===== config.mk =====
export PLATFORM = sky130hd
export DESIGN_NAME = mps_sequencer
export DESIGN_NICKNAME = d
export VERILOG_FILES = /design/src/include/mps_pkg.sv /design/src/rtl/mps_incrementer.sv /design/src/rtl/mps_sequencer.sv
export SDC_FILE = /design/constraint.sdc
export NUM_CORES = 1
export LEC_CHECK = 0
export ABC_AREA = 1
export BUFFER_PORTS_ARGS = -buffer_cell sky130_fd_sc_hd__clkbuf_2
export CORE_ASPECT_RATIO = 0.9
export CORE_MARGIN = 2
export CORE_UTILIZATION = 42
export CTS_BUF_LIST = sky130_fd_sc_hd__clkbuf_8
export DETAILED_ROUTE_END_ITERATION = 16
export PLACE_DENSITY_LB_ADDON = 0.2
export SYNTH_ARGS = -nofsm -noshare
export SYNTH_HDL_FRONTEND = slang
export SYNTH_SLANG_ARGS = --single-unit

===== constraint.sdc =====
create_clock -name clock -period 3.5 [get_ports clock]
set_input_delay 0.35 -clock clock [delete_from_list [all_inputs] [get_ports clock]]
set_output_delay 0.35 -clock clock [all_outputs]
set_load 0.1 [all_outputs]

===== src/include/mps_pkg.sv =====
// Shared constants and types for the microprogram sequencer
package mps_pkg;

   // Address and field widths
   localparam int ADDR_W = 14;
   localparam int WORD_W = 16;
   localparam int SUCC_W = 3;
   localparam int CTRL_W = 4;
   localparam int SECTION_W = 4;

   // Control bit positions in the microword (bit 15 is the first control bit)
   localparam int CTRL_HI = 15;
   localparam int CTRL_LO = 12;

   // Values after reset
   localparam logic [13:0] ADDR_RST = 14'h0000;
   localparam logic [2:0] SUCC_RST = 3'h1;

   // Microword control codes
   localparam logic [3:0] CTRL_SHORT = 4'hf;
   localparam logic [1:0] CTRL2_LOAD_ALT = 2'h0;
   localparam logic [1:0] CTRL2_JUMP = 2'h1;
   localparam logic [1:0] CTRL2_CALL = 2'h2;
   localparam logic [3:0] CTRL4_CONST_SHIFT = 4'hc;
   localparam logic [3:0] CTRL4_CONST = 4'he;

   // Successor codes in the order of their encodings 0 to 7
   typedef enum logic [2:0] {
      MPS_WAIT,
      MPS_STEP,
      MPS_SAVE,
      MPS_SKIP,
      MPS_RUN_SINGLE_REMOTE,
      MPS_JUMP,
      MPS_CALL,
      MPS_SUBROUTINE_BACK
   } mps_succ_e;

   // Source for the next-address select gates
   typedef enum logic [1:0] {
      MPS_SRC_COUNTER,
      MPS_SRC_ALTERNATE,
      MPS_SRC_MICROWORD
   } mps_src_e;

   // Pending barrel-shifter store of the alternate register
   typedef enum logic [1:0] {
      MPS_BS_IDLE,
      MPS_BS_PENDING,
      MPS_BS_ARMED
   } mps_bs_e;

endpackage


===== src/rtl/mps_incrementer.sv =====
// Plus-one and plus-two adder built from chained 4-bit sections
`timescale 1ns/1ps
`default_nettype none
module mps_incrementer
   import mps_pkg::*;
#(
   parameter int WIDTH = ADDR_W
) (
   // Operand
   input wire logic [WIDTH-1:0] operand,
   // Sums
   output logic [WIDTH-1:0] plus_one,
   output logic [WIDTH-1:0] plus_two
);

   localparam int NSEC = (WIDTH + SECTION_W - 1) / SECTION_W;

   // Carry between sections for each of the two adders
   logic [NSEC:0] carry_one;
   logic [NSEC:0] carry_two;

   assign carry_one[0] = 1'b0;
   assign carry_two[0] = 1'b0;

   // Each section adds its share of the increment plus the incoming carry
   for (genvar s = 0; s < NSEC; s++) begin : g_sec
      localparam int LO = s * SECTION_W;
      localparam int HI = (LO + SECTION_W > WIDTH) ? WIDTH - 1 : LO + SECTION_W - 1;
      localparam int W = HI - LO + 1;
      logic [W:0] sum_one;
      logic [W:0] sum_two;
      logic [W-1:0] add_one;
      logic [W-1:0] add_two;
      assign add_one = (s == 0) ? W'(1) : W'(0);
      assign add_two = (s == 0) ? W'(2) : W'(0);
      assign sum_one = {1'b0, operand[HI:LO]} + {1'b0, add_one} + (W+1)'(carry_one[s]); // [RQ6]
      assign sum_two = {1'b0, operand[HI:LO]} + {1'b0, add_two} + (W+1)'(carry_two[s]); // [RQ6]
      assign plus_one[HI:LO] = sum_one[W-1:0];
      assign plus_two[HI:LO] = sum_two[W-1:0];
      assign carry_one[s+1] = sum_one[W]; // [RQ6]
      assign carry_two[s+1] = sum_two[W]; // [RQ6]
   end

endmodule // mps_incrementer
`default_nettype wire


===== src/rtl/mps_sequencer.sv =====
// Microprogram address sequencer: counter, alternate and next-address registers
// What this block does
// [RQ1] Barrel store delayed to next short-word phase 3
// [RQ2] Alternate value readable within its own microinstruction
// [RQ3] Next-address register holds selected source plus 1/2
// [RQ4] Four select controls pick the incremented source
// [RQ5] Next-address register loads on clock with strobe
// [RQ6] Adders are chained 4-bit sections with carries
// [RQ7] Registered address to memory, gates to counter
// [RQ8] Condition picks true or false successor code
// [RQ9] Counter update per successor code table
// [RQ10] Counter saved to alternate on SAVE, CALL
// [RQ11] Remote fetch takes alternate plus one, counter held
// [RQ12] WAIT leaves all three registers unchanged
// [RQ13] Next-address strobe on nonzero code, not hold
// [RQ14] Hold freezes counter and next-address register
// [RQ15] Long jump/call loads microword field plus one
// [RQ16] Phase 3 blocked for long words, failed conditions
// [RQ17] Condition logic supplies condition failed indication
// [RQ18] Alternate loads from microword on control 00
// [RQ19] Constant register load on control 1110, 1100
// [RQ20] Conditional bit makes phase 3 depend on condition
// [RQ21] Successor controls latched at start of phase 1
// [RQ22] Reset clears all three address registers
`timescale 1ns/1ps
`default_nettype none
module mps_sequencer
   import mps_pkg::*;
#(
   parameter int AW = ADDR_W
) (
   // Clock, reset, enable
   input wire logic clock,
   input wire logic sys_rst,
   input wire logic clk_en,
   // Phase timing
   input wire logic phase1_start,
   input wire logic gated_system_clock,
   input wire logic phase3_clock,
   // Microword and nanobits
   input wire logic [WORD_W-1:0] microcode_store,
   input wire logic [SUCC_W-1:0] true_successor_field,
   input wire logic [SUCC_W-1:0] false_successor_field,
   input wire logic phase3_conditional_bit,
   input wire logic forced_long_format,
   // Condition logic and memory control
   input wire logic condition_met,
   input wire logic condition_failed,
   input wire logic sequencer_hold,
   // Barrel shifter path into the alternate register
   input wire logic barrel_load_req,
   input wire logic [AW-1:0] barrel_shifter,
   // Addresses
   output logic [AW-1:0] micro_address,
   output logic [AW-1:0] micro_program_counter,
   output logic [AW-1:0] alternate_address_reg,
   // Decoded controls
   output logic counter_plus_one_sel,
   output logic counter_plus_two_sel,
   output logic alternate_plus_one_sel,
   output logic alternate_plus_two_sel,
   output logic program_counter_strobe,
   output logic next_address_strobe,
   output logic save_pc_to_alternate,
   output logic load_alternate_from_microword,
   output logic long_format_word,
   output logic long_branch_select,
   output logic direct_subroutine_entry,
   output logic constant_value_load,
   output logic phase3_clock_block
);

   // Latched sequencer controls
   logic [SUCC_W-1:0] succ_q, succ_d;
   logic cp1_q, cp1_d;
   logic cp2_q, cp2_d;
   logic ap1_q, ap1_d;
   logic ap2_q, ap2_d;
   logic pcs_q, pcs_d;
   logic nas_q, nas_d;
   logic save_q, save_d;
   logic lam_q, lam_d;
   logic long_q, long_d;
   logic lbs_q, lbs_d;
   logic dse_q, dse_d;
   logic cvl_q, cvl_d;
   logic block_q, block_d;
   logic [AW-1:0] field_q, field_d;

   // Address registers
   logic [AW-1:0] pc_q, pc_d;
   logic [AW-1:0] alt_q, alt_d;
   logic [AW-1:0] nar_q, nar_d;

   // Barrel store sequencing
   mps_bs_e bs_q, bs_d;
   logic [AW-1:0] bs_data_q, bs_data_d;

   // Adder outputs and select gates
   logic [AW-1:0] src_m;
   logic [AW-1:0] m_plus1, m_plus2;
   logic [AW-1:0] a_plus1, a_plus2;
   logic [AW-1:0] select_gates;

   // Decode of the current microword
   logic [CTRL_W-1:0] ctrl;
   logic [SUCC_W-1:0] succ_sel;
   logic is_long, is_branch, is_direct_subroutine_entry;
   logic step_edge;

   assign ctrl = microcode_store[CTRL_HI:CTRL_LO];

   // Counter or microword field feeds the M adders
   assign src_m = lbs_q ? field_q : pc_q; // [RQ15]

   mps_incrementer #(
      .WIDTH(AW)
   ) u_m_add (
      .operand(src_m),
      .plus_one(m_plus1),
      .plus_two(m_plus2)
   );

   mps_incrementer #(
      .WIDTH(AW)
   ) u_a_add (
      .operand(alt_q),
      .plus_one(a_plus1),
      .plus_two(a_plus2)
   );

   // AND-OR select gates; only one select is high at a time
   assign select_gates = ({AW{cp1_q}} & m_plus1) | ({AW{cp2_q}} & m_plus2) | // [RQ4]
      ({AW{ap1_q}} & a_plus1) | ({AW{ap2_q}} & a_plus2); // [RQ4]

   // Control decode, latched at the start of phase 1
   always_comb begin
      succ_sel = condition_met ? true_successor_field : false_successor_field; // [RQ8]
      is_long = (ctrl != CTRL_SHORT) || forced_long_format;
      is_branch = !forced_long_format && ((ctrl[3:2] == CTRL2_JUMP) ||
         (ctrl[3:2] == CTRL2_CALL));
      is_direct_subroutine_entry = !forced_long_format && (ctrl[3:2] == CTRL2_CALL);
      succ_d = succ_q;
      cp1_d = cp1_q;
      cp2_d = cp2_q;
      ap1_d = ap1_q;
      ap2_d = ap2_q;
      pcs_d = pcs_q;
      nas_d = nas_q;
      save_d = save_q;
      lam_d = lam_q;
      long_d = long_q;
      lbs_d = lbs_q;
      dse_d = dse_q;
      cvl_d = cvl_q;
      block_d = block_q;
      field_d = field_q;
      if (phase1_start) begin
         succ_d = succ_sel; // [RQ21]
         field_d = microcode_store[AW-1:0];
         long_d = is_long;
         lbs_d = is_long && is_branch; // [RQ15]
         dse_d = is_long && is_direct_subroutine_entry; // [RQ15]
         lam_d = is_long && !forced_long_format && (ctrl[3:2] == CTRL2_LOAD_ALT); // [RQ18]
         cvl_d = (ctrl == CTRL4_CONST) || (ctrl == CTRL4_CONST_SHIFT); // [RQ19]
         // Phase 3 runs unless long format, or the condition failed and it was conditional
         block_d = is_long || (condition_failed && phase3_conditional_bit); // [RQ16] [RQ20]
         cp1_d = 1'b0;
         cp2_d = 1'b0;
         ap1_d = 1'b0;
         ap2_d = 1'b0;
         if (is_long) begin
            // Long words ignore the successor and always select plus one of the counter or the microword field
            cp1_d = 1'b1; // [RQ15]
            pcs_d = !sequencer_hold; // [RQ14]
            nas_d = !sequencer_hold; // [RQ14]
            save_d = is_long && is_direct_subroutine_entry; // [RQ10]
         end else begin
            unique case (mps_succ_e'(succ_sel))
               MPS_WAIT: begin
                  cp1_d = 1'b0; // [RQ12]
               end
               MPS_STEP, MPS_SAVE: begin
                  cp1_d = 1'b1; // [RQ9]
               end
               MPS_SKIP: begin
                  cp2_d = 1'b1; // [RQ9]
               end
               MPS_RUN_SINGLE_REMOTE, MPS_JUMP, MPS_CALL: begin
                  ap1_d = 1'b1; // [RQ9] [RQ11]
               end
               MPS_SUBROUTINE_BACK: begin
                  ap2_d = 1'b1; // [RQ9]
               end
            endcase
            // Counter is not strobed for WAIT or a remote fetch
            pcs_d = (succ_sel != SUCC_W'(MPS_WAIT)) &&
               (succ_sel != SUCC_W'(MPS_RUN_SINGLE_REMOTE)) && !sequencer_hold; // [RQ11] [RQ12]
            nas_d = (succ_sel != SUCC_W'(MPS_WAIT)) && !sequencer_hold; // [RQ13] [RQ14]
            save_d = (succ_sel == SUCC_W'(MPS_SAVE)) ||
               (succ_sel == SUCC_W'(MPS_CALL)); // [RQ10]
         end
      end
   end

   // Address register update on the gated system clock, barrel store into the alternate register on phase 3
   always_comb begin
      step_edge = gated_system_clock && !phase1_start;
      pc_d = pc_q;
      alt_d = alt_q;
      nar_d = nar_q;
      bs_d = bs_q;
      bs_data_d = bs_data_q;
      // Hold is also checked live so a late hold still freezes the counter and next-address register
      if (step_edge && !sequencer_hold) begin // [RQ14]
         if (nas_q) begin
            nar_d = select_gates; // [RQ3] [RQ5]
         end
         if (pcs_q) begin
            pc_d = select_gates; // [RQ7] [RQ9]
         end
      end
      if (step_edge) begin
         if (save_q) begin
            alt_d = pc_q; // [RQ10]
         end else if (lam_q) begin
            alt_d = field_q; // [RQ18]
         end
      end
      // Barrel store waits for the phase 3 of the next short-format word
      unique case (bs_q)
         MPS_BS_IDLE: begin
            bs_d = MPS_BS_IDLE;
         end
         MPS_BS_PENDING: begin
            if (phase1_start && (ctrl == CTRL_SHORT) && !forced_long_format) begin
               bs_d = MPS_BS_ARMED; // [RQ1]
            end
         end
         MPS_BS_ARMED: begin
            if (phase1_start) begin
               // Missed store: a following short word takes it over at once
               bs_d = ((ctrl == CTRL_SHORT) && !forced_long_format) ? MPS_BS_ARMED :
                  MPS_BS_PENDING; // [RQ1]
            end else if (phase3_clock && !block_q) begin
               alt_d = bs_data_q; // [RQ1]
               bs_d = MPS_BS_IDLE;
            end
         end
         default: begin
            bs_d = MPS_BS_IDLE;
         end
      endcase
      // A new request overrides any earlier one still waiting
      if (phase3_clock && barrel_load_req && !block_q) begin
         bs_data_d = barrel_shifter;
         bs_d = MPS_BS_PENDING; // [RQ1]
      end
   end

   // Control registers
   always_ff @(posedge clock) begin
      if (sys_rst) begin
         succ_q <= SUCC_RST;
         cp1_q <= 1'b0;
         cp2_q <= 1'b0;
         ap1_q <= 1'b0;
         ap2_q <= 1'b0;
         pcs_q <= 1'b0;
         nas_q <= 1'b0;
         save_q <= 1'b0;
         lam_q <= 1'b0;
         long_q <= 1'b0;
         lbs_q <= 1'b0;
         dse_q <= 1'b0;
         cvl_q <= 1'b0;
         block_q <= 1'b0;
         field_q <= ADDR_RST;
      end else if (clk_en) begin
         succ_q <= succ_d;
         cp1_q <= cp1_d;
         cp2_q <= cp2_d;
         ap1_q <= ap1_d;
         ap2_q <= ap2_d;
         pcs_q <= pcs_d;
         nas_q <= nas_d;
         save_q <= save_d;
         lam_q <= lam_d;
         long_q <= long_d;
         lbs_q <= lbs_d;
         dse_q <= dse_d;
         cvl_q <= cvl_d;
         block_q <= block_d;
         field_q <= field_d;
      end
   end

   // Address and barrel registers
   always_ff @(posedge clock) begin
      if (sys_rst) begin
         pc_q <= ADDR_RST; // [RQ22]
         alt_q <= ADDR_RST; // [RQ22]
         nar_q <= ADDR_RST; // [RQ22]
         bs_q <= MPS_BS_IDLE;
         bs_data_q <= ADDR_RST;
      end else if (clk_en) begin
         pc_q <= pc_d;
         alt_q <= alt_d;
         nar_q <= nar_d;
         bs_q <= bs_d;
         bs_data_q <= bs_data_d;
      end
   end

   // Outputs straight from flip-flops
   assign micro_address = nar_q; // [RQ7]
   assign micro_program_counter = pc_q;
   assign alternate_address_reg = alt_q; // [RQ2]
   assign counter_plus_one_sel = cp1_q;
   assign counter_plus_two_sel = cp2_q;
   assign alternate_plus_one_sel = ap1_q;
   assign alternate_plus_two_sel = ap2_q;
   assign program_counter_strobe = pcs_q;
   assign next_address_strobe = nas_q;
   assign save_pc_to_alternate = save_q;
   assign load_alternate_from_microword = lam_q;
   assign long_format_word = long_q;
   assign long_branch_select = lbs_q;
   assign direct_subroutine_entry = dse_q;
   assign constant_value_load = cvl_q;
   assign phase3_clock_block = block_q; // [RQ16]

endmodule // mps_sequencer
`default_nettype wire


======== Word level (Yosys, flattened, before mapping) ========
Cells that the tools add are included.
cells by class
  reduce and logical (&&, ||, !) cells .... 36
  bitwise operators ....................... 7
  multiplexer cells ....................... 25
  eq/ne operators ......................... 18
  add/sub/neg operators ................... 16
operators by type and width
  kind                                                                   count
  14-bit two-way mux                                                     7
  14-bit AND                                                             4
  14-bit bitwise OR                                                      3
  4-bit by 1-bit adder with 5-bit output                                 8
  1-bit logical AND                                                      18
  3-bit equality test, second input constant                             4
  4-bit equality test, second input constant                             3
  1-bit two-way mux                                                      11
  4-bit by 1-bit adder with 5-bit output, second input constant          2
  4-bit by 2-bit adder with 5-bit output, second input constant          2
  2-bit two-way mux                                                      5
  3-bit AND reduction                                                    3
  2-bit by 1-bit adder with 2-bit output                                 4
  4-bit inequality test, second input constant                           2
  3-bit by 2-bit equality test with 1-bit output, second input constant  2
  3-bit inequality test, second input constant                           2
  1-bit logical OR                                                       5
  2-bit by 1-bit equality test with 1-bit output, second input constant  2
  2-bit equality test, second input constant                             2
  1-bit zero test                                                        4
  2-bit one-hot mux with 2 select lines                                  1
  2-bit AND reduction                                                    2
  3-bit by 1-bit equality test with 1-bit output, second input constant  1
  3-bit two-way mux                                                      1
  other kinds (4)                                                        4
word-level totals
  register bits ........................... 85
  output and inout port bits .............. 55
  input bits .............................. 48
  word-level logic and storage cells ...... 121

======== Depth between registers and ports, before layout ========
  depth in word-level cells ............... 9
  mapped depth ............................ 20
  mapped depth without buffers ............ 19

======== Cells and area by module ========
From an unflattened synthesis, not the netlist that was laid out.
unflattened totals
  cells, all modules ...................... 729
  area total of the unflattened synthesis .. 4972.3 um^2
modules (own cells, without submodules)
  module           sequential area each (um^2)  area each (um^2)  cells each  instances
  mps_sequencer    1701.6                       4161.5            609         1
  mps_incrementer  0.0                          405.4             60          2

======== Worst setup path after synthesis ========
Ideal clock, no wire load.
  path kind ............................... register to register
  from .................................... register lbs_q, in the netlist long_branch_select
  to ...................................... register pc_q[12], in the netlist micro_program_counter[12]
  setup time .............................. 117 ps
  path buffers ............................ 1
  path slack .............................. -51 ps
  data required time ...................... 3383 ps
  arrival ................................. 3434 ps
  cell stages (with the launch flop) ...... 19
  period minus slack after synthesis ...... 3551 ps
  cell sequence ........................... dfxtp_1 -> buf_6 -> o21ai_0 -> ha_1 -> nand2_1 -> nor2_1 -> ha_1 -> ha_1 -> nand2_1 -> nor2_1 -> ha_1 -> ha_1 -> nand2_1 -> nor2_1 -> ha_1 -> nand2_1 -> nand4_1 -> o21ai_0 -> nor2_1
on the way
  word-level cells in the longest chain between the ends .. 9
  elaborated cells between the ends (all ways) .. 14
  those cells by class .................... add/sub: 8; mux: 1; bitwise: 5
ends and longest elaborated chain
  what                                                                                                     RTL line                                      RTL
  start, declared                                                                                          mps_sequencer.sv:84                           logic lbs_q, lbs_d;
  start signal, assigned                                                                                   mps_sequencer.sv:290                          lbs_q <= lbs_d;
  14-bit two-way mux (*)                                                                                   mps_sequencer.sv:114                          assign src_m = lbs_q ? field_q : pc_q;
  4-bit by 1-bit adder with 5-bit output / 4-bit by 2-bit adder with 5-bit output (equally long branches)  mps_incrementer.sv:36, mps_incrementer.sv:37
  4-bit by 1-bit adder with 5-bit output, on equally long branches (2 in series)                           mps_incrementer.sv:36, mps_incrementer.sv:37
  2-bit by 1-bit adder with 2-bit output, on equally long branches                                         mps_incrementer.sv:36, mps_incrementer.sv:37
  14-bit AND                                                                                               mps_sequencer.sv:133                          assign select_gates = ({AW{cp1_q}} & m_plus1) | ({AW{cp2_q}} & m_plus2) |
  14-bit bitwise OR (*) (2 in series)                                                                      mps_sequencer.sv:133
  14-bit bitwise OR (*)                                                                                    mps_sequencer.sv:134                          ({AW{ap1_q}} & a_plus1) | ({AW{ap2_q}} & a_plus2);
  end signal, assigned                                                                                     mps_sequencer.sv:307                          pc_q <= pc_d;
  end, declared                                                                                            mps_sequencer.sv:91                           logic [AW-1:0] pc_q, pc_d;
Every way passes the cells marked *; elsewhere a longest branch is shown, timed or not.
A chain may end at the register's enable or synchronous reset.

======== Final worst setup path ========
Ends and elaborated chain as after synthesis.

==> results.py <==
metrics = {
    "placement": {
        "dpl.cell_count": 932,
        "place_congestion": 0.885,
        "port_buffers": 102,
        "place_hpwl_mm": 10.8,
        "dpl_worst_slack_ps": 474,
        "place_area_um2": 5370,
    },
    "setup_path": {
        "critPathCapture": "micro_program_counter[12]",
        "startpoint": "long_branch_select",
        "r2r_end": "micro_program_counter[12]",
        "worstSetupEndpointType": "register",
        "critPathTopFamily": "adder cells",
        "crit_top_cell": "ha_1",
        "crit_slowest_cell": "dfxtp_2",
        "worstPathRequired_ps": 3770,
        "cp_slowest_stage_delay_ps": 340,
        "critPathMaxFanout": 23,
        "reg2reg_from": "long_branch_select",
        "crit_chain": "buf_4, nand2_1, o21ai_2, ha_1, nand2_1, nor2_1, ha_1, ha_1, nand2_1, nor2_1, ha_1, ha_1, nand2_1, nor2_1, ha_1, nand2_1, nand4_1, o21ai_0, nor2_1",
        "worst-path-buf-inv": 1,
        "reg2reg_slack_ps": 430,
        "path_class": "register to register",
        "cp-start-kind": "register",
        "cp.arrival_ps": 3350,
        "crit_cells": 19,
        "ff2ff_path_depth": 19,
    },
    "synthesis": {
        "synthCells": 702,
        "synth_top_area_share_pct": 35.4,
        "synth_area_leaders": "dfxtp_1 (35%), nand2_1 (11%), o21ai_0 (8.9%), a21oi_1 (7.7%), ha_1 (7.6%)",
        "synth_warnings": 0,
        "synth_flop_cell": "dfxtp_1",
        "syn-num-nets": 779,
        "yosys.area.top_type": "dfxtp_1",
        "async_flop_share_pct": 0,
        "ys_ff_latch": 85,
        "syn_area_per_cell_um2": 6.85,
        "synth_cell_types": 35,
        "synth_edf_count": 0,
        "seq_area_frac_synth_pct": 35.4,
        "synth_area_um2": 4810,
    },
    "sta": {
        "worst_slack_ps": 426,
        "worst_pin_slew_ps": 909,
        "report.final.hold_viol_count": 0,
        "fin_crit_ps": 3070,
        "fmax_mhz": 325,
        "finClkSkew_ps": 10.8,
        "tns_ps": 0,
        "hold_ws_ps": 213,
        "finalSetupViolCount": 0,
        "slew-limit-headroom_pct": 39.3,
        "post-route-period-util_pct": 87.8,
        "slew_viol_final": 0,
        "rsz0062_at_grt": "false",
    },
    "final_layout": {
        "multi_input_area_um2": 2660,
        "diodes": 0,
        "fin_area_um2": 5550,
        "drive_above_1_share_pct": 18.2,
        "register_area_um2": 1700,
        "fin_util_pct": 49.1,
        "areaGrowthSynthToFinish_pct": 15.4,
        "layout.nets": 864,
        "fin_cells": 948,
        "fill_cells": 1200,
    },
    "route": {
        "vias": 4862,
        "drt_pre_antenna_iters": 5,
        "viasPerCell": 5.13,
        "antenna_left": 0,
        "wl_per_cell_um": 14.2,
        "drc": 0,
        "totalWireLength_mm": 13.5,
        "drt_iter0_drc": 283,
    },
    "floorplan": {
        "rows": 37,
        "core_area_um2": 11300,
        "die_area_um2": 12300,
        "fp.dieW_um": 117,
        "start_util_pct": 42.5,
        "die_h_um": 105,
        "io_pins": 103,
    },
    "global_routing": {
        "grt_pass1_wl_mm": 21.6,
        "grt_util_all_layers_pct": 22.7,
        "grt_pass1_vias": 4481,
        "grt_max_degree": 33,
        "grt_overflow_total": 0,
        "grt_antenna_before_repair": 0,
    },
    "clocking": {
        "cts_tree": "yes",
        "clk_pin_slew_ps": 90,
        "clk_latency_ps": 380,
        "cts_buffer_depth": 2,
        "cts_root_buffer": "clkbuf_8",
        "cts.sinks": 85,
        "holdBufCountCts": 0,
        "cts_max_level": 3,
        "numCtsBuffers": 9,
    },
    "power": {
        "powerDensity_nw_per_um2": 360,
        "p_leak_nw": 2.62,
        "finalPower_mw": 1.99,
        "vdd_drop_max_v": 0.000258,
    },
    "worst_hold_path": {
        "hold_path.class": "primary input to register",
    },
    "job": {
        "max_cap_violations": 0,
    },
    "run_status": {
        "status": "finished, final reports clean",
    },
}
final cells by class:
cell class,count,share of cell area (%)
inverter,71,4.81
clock inverter,6,0.699
clock buffer,10,2.48
multi-input combinational,513,47.9
tap,156,3.52
timing repair buffer,107,9.88
sequential,85,30.7
cell usage after synthesis, types with 2 or more instances:
master    number
buf_6          5
a31oi_1        2
a211oi_1       7
mux2i_1        4
o21ai_0       85
nand2_2        5
a21oi_1       74
nor3_1        13
nor2_1        91
inv_2          4
inv_1         67
nand3b_1       3
nand3_1       28
o21ai_2        5
nand2_1      136
nand4_1       11
clkbuf_1      14
ha_1          29
o211ai_1       4
dfxtp_1       85
nand3_2        2
nand2_4        3
buf_2         13
power breakdown:
part | leakage [nW] | internal (mW) | switching [mW] | total, mW
Clock | 0.0996 | 0.277 | 0.370 | 0.647
Combinational | 1.83 | 0.0833 | 0.229 | 0.312
Sequential | 0.692 | 1.00 | 0.0344 | 1.03
Total | 2.62 | 1.36 | 0.634 | 1.99
cell usage in the layout, fill, tap and decap left out, types with 2 or more instances in the layout:
master | synthesis | layout
a211oi_1 | 7 | 7
nand3_1 | 28 | 28
o21ai_1 | 1 | 2
a31oi_1 | 2 | 2
clkbuf_2 | 0 | 102
o21ai_0 | 85 | 84
nand2_4 | 3 | 3
buf_4 | 1 | 5
clkbuf_8 | 0 | 10
inv_6 | 0 | 2
a21oi_1 | 74 | 74
dfxtp_1 | 85 | 84
mux2i_1 | 4 | 4
o21ai_2 | 5 | 5
inv_1 | 67 | 69
nor2_1 | 91 | 91
nor3_1 | 13 | 13
nand4_1 | 11 | 11
nand2_2 | 5 | 5
o211ai_1 | 4 | 4
nand2_1 | 136 | 136
nand3b_1 | 3 | 3
inv_2 | 4 | 4
ha_1 | 29 | 29
nand3_2 | 2 | 2
worst min-delay path by stage:
stage                                    from            to  slack (ps)  depth (start not counted)
after floorplan                  bs_data_q[6]  bs_data_q[6]         430                          2
after global placement           bs_data_q[3]  bs_data_q[3]         450                          2
after detailed placement         bs_data_q[2]  bs_data_q[2]         450                          2
after CTS                  microcode_store[4]    field_q[4]         200                          3
after global routing      microcode_store[10]   field_q[10]         210                          3
final                      microcode_store[4]    field_q[4]         210                          3
worst min-delay path, cell delays in order:
cell and delay [ps]:
clkbuf_2 70, o21ai_0 70, nor2_1 70
layer usage:
metal  global-route usage, %  part of all wire (%)
met3                    5.92                   5.3
met4                    7.90                   2.5
met2                    37.2                    47
met1                    28.5                    45
met5                       0                     0
timing repair:
item / CTS / global route
resized for setup: 0 / 1
setup buffers: 0 / 0
endpoints found under the setup margin: 0 / 1
cells by family after synthesis:
| family | share of synthesized area (%) |
|---|---|
| compound gates | 20.1 |
| fa+ha+maj | 7.55 |
| xor+xnor | 0.182 |
| flops | 35.4 |
| simple gates | 26.6 |
| buf+inv | 9.32 |
| mux | 0.833 |
No activity file was read; power rests on OpenSTA's default activity.
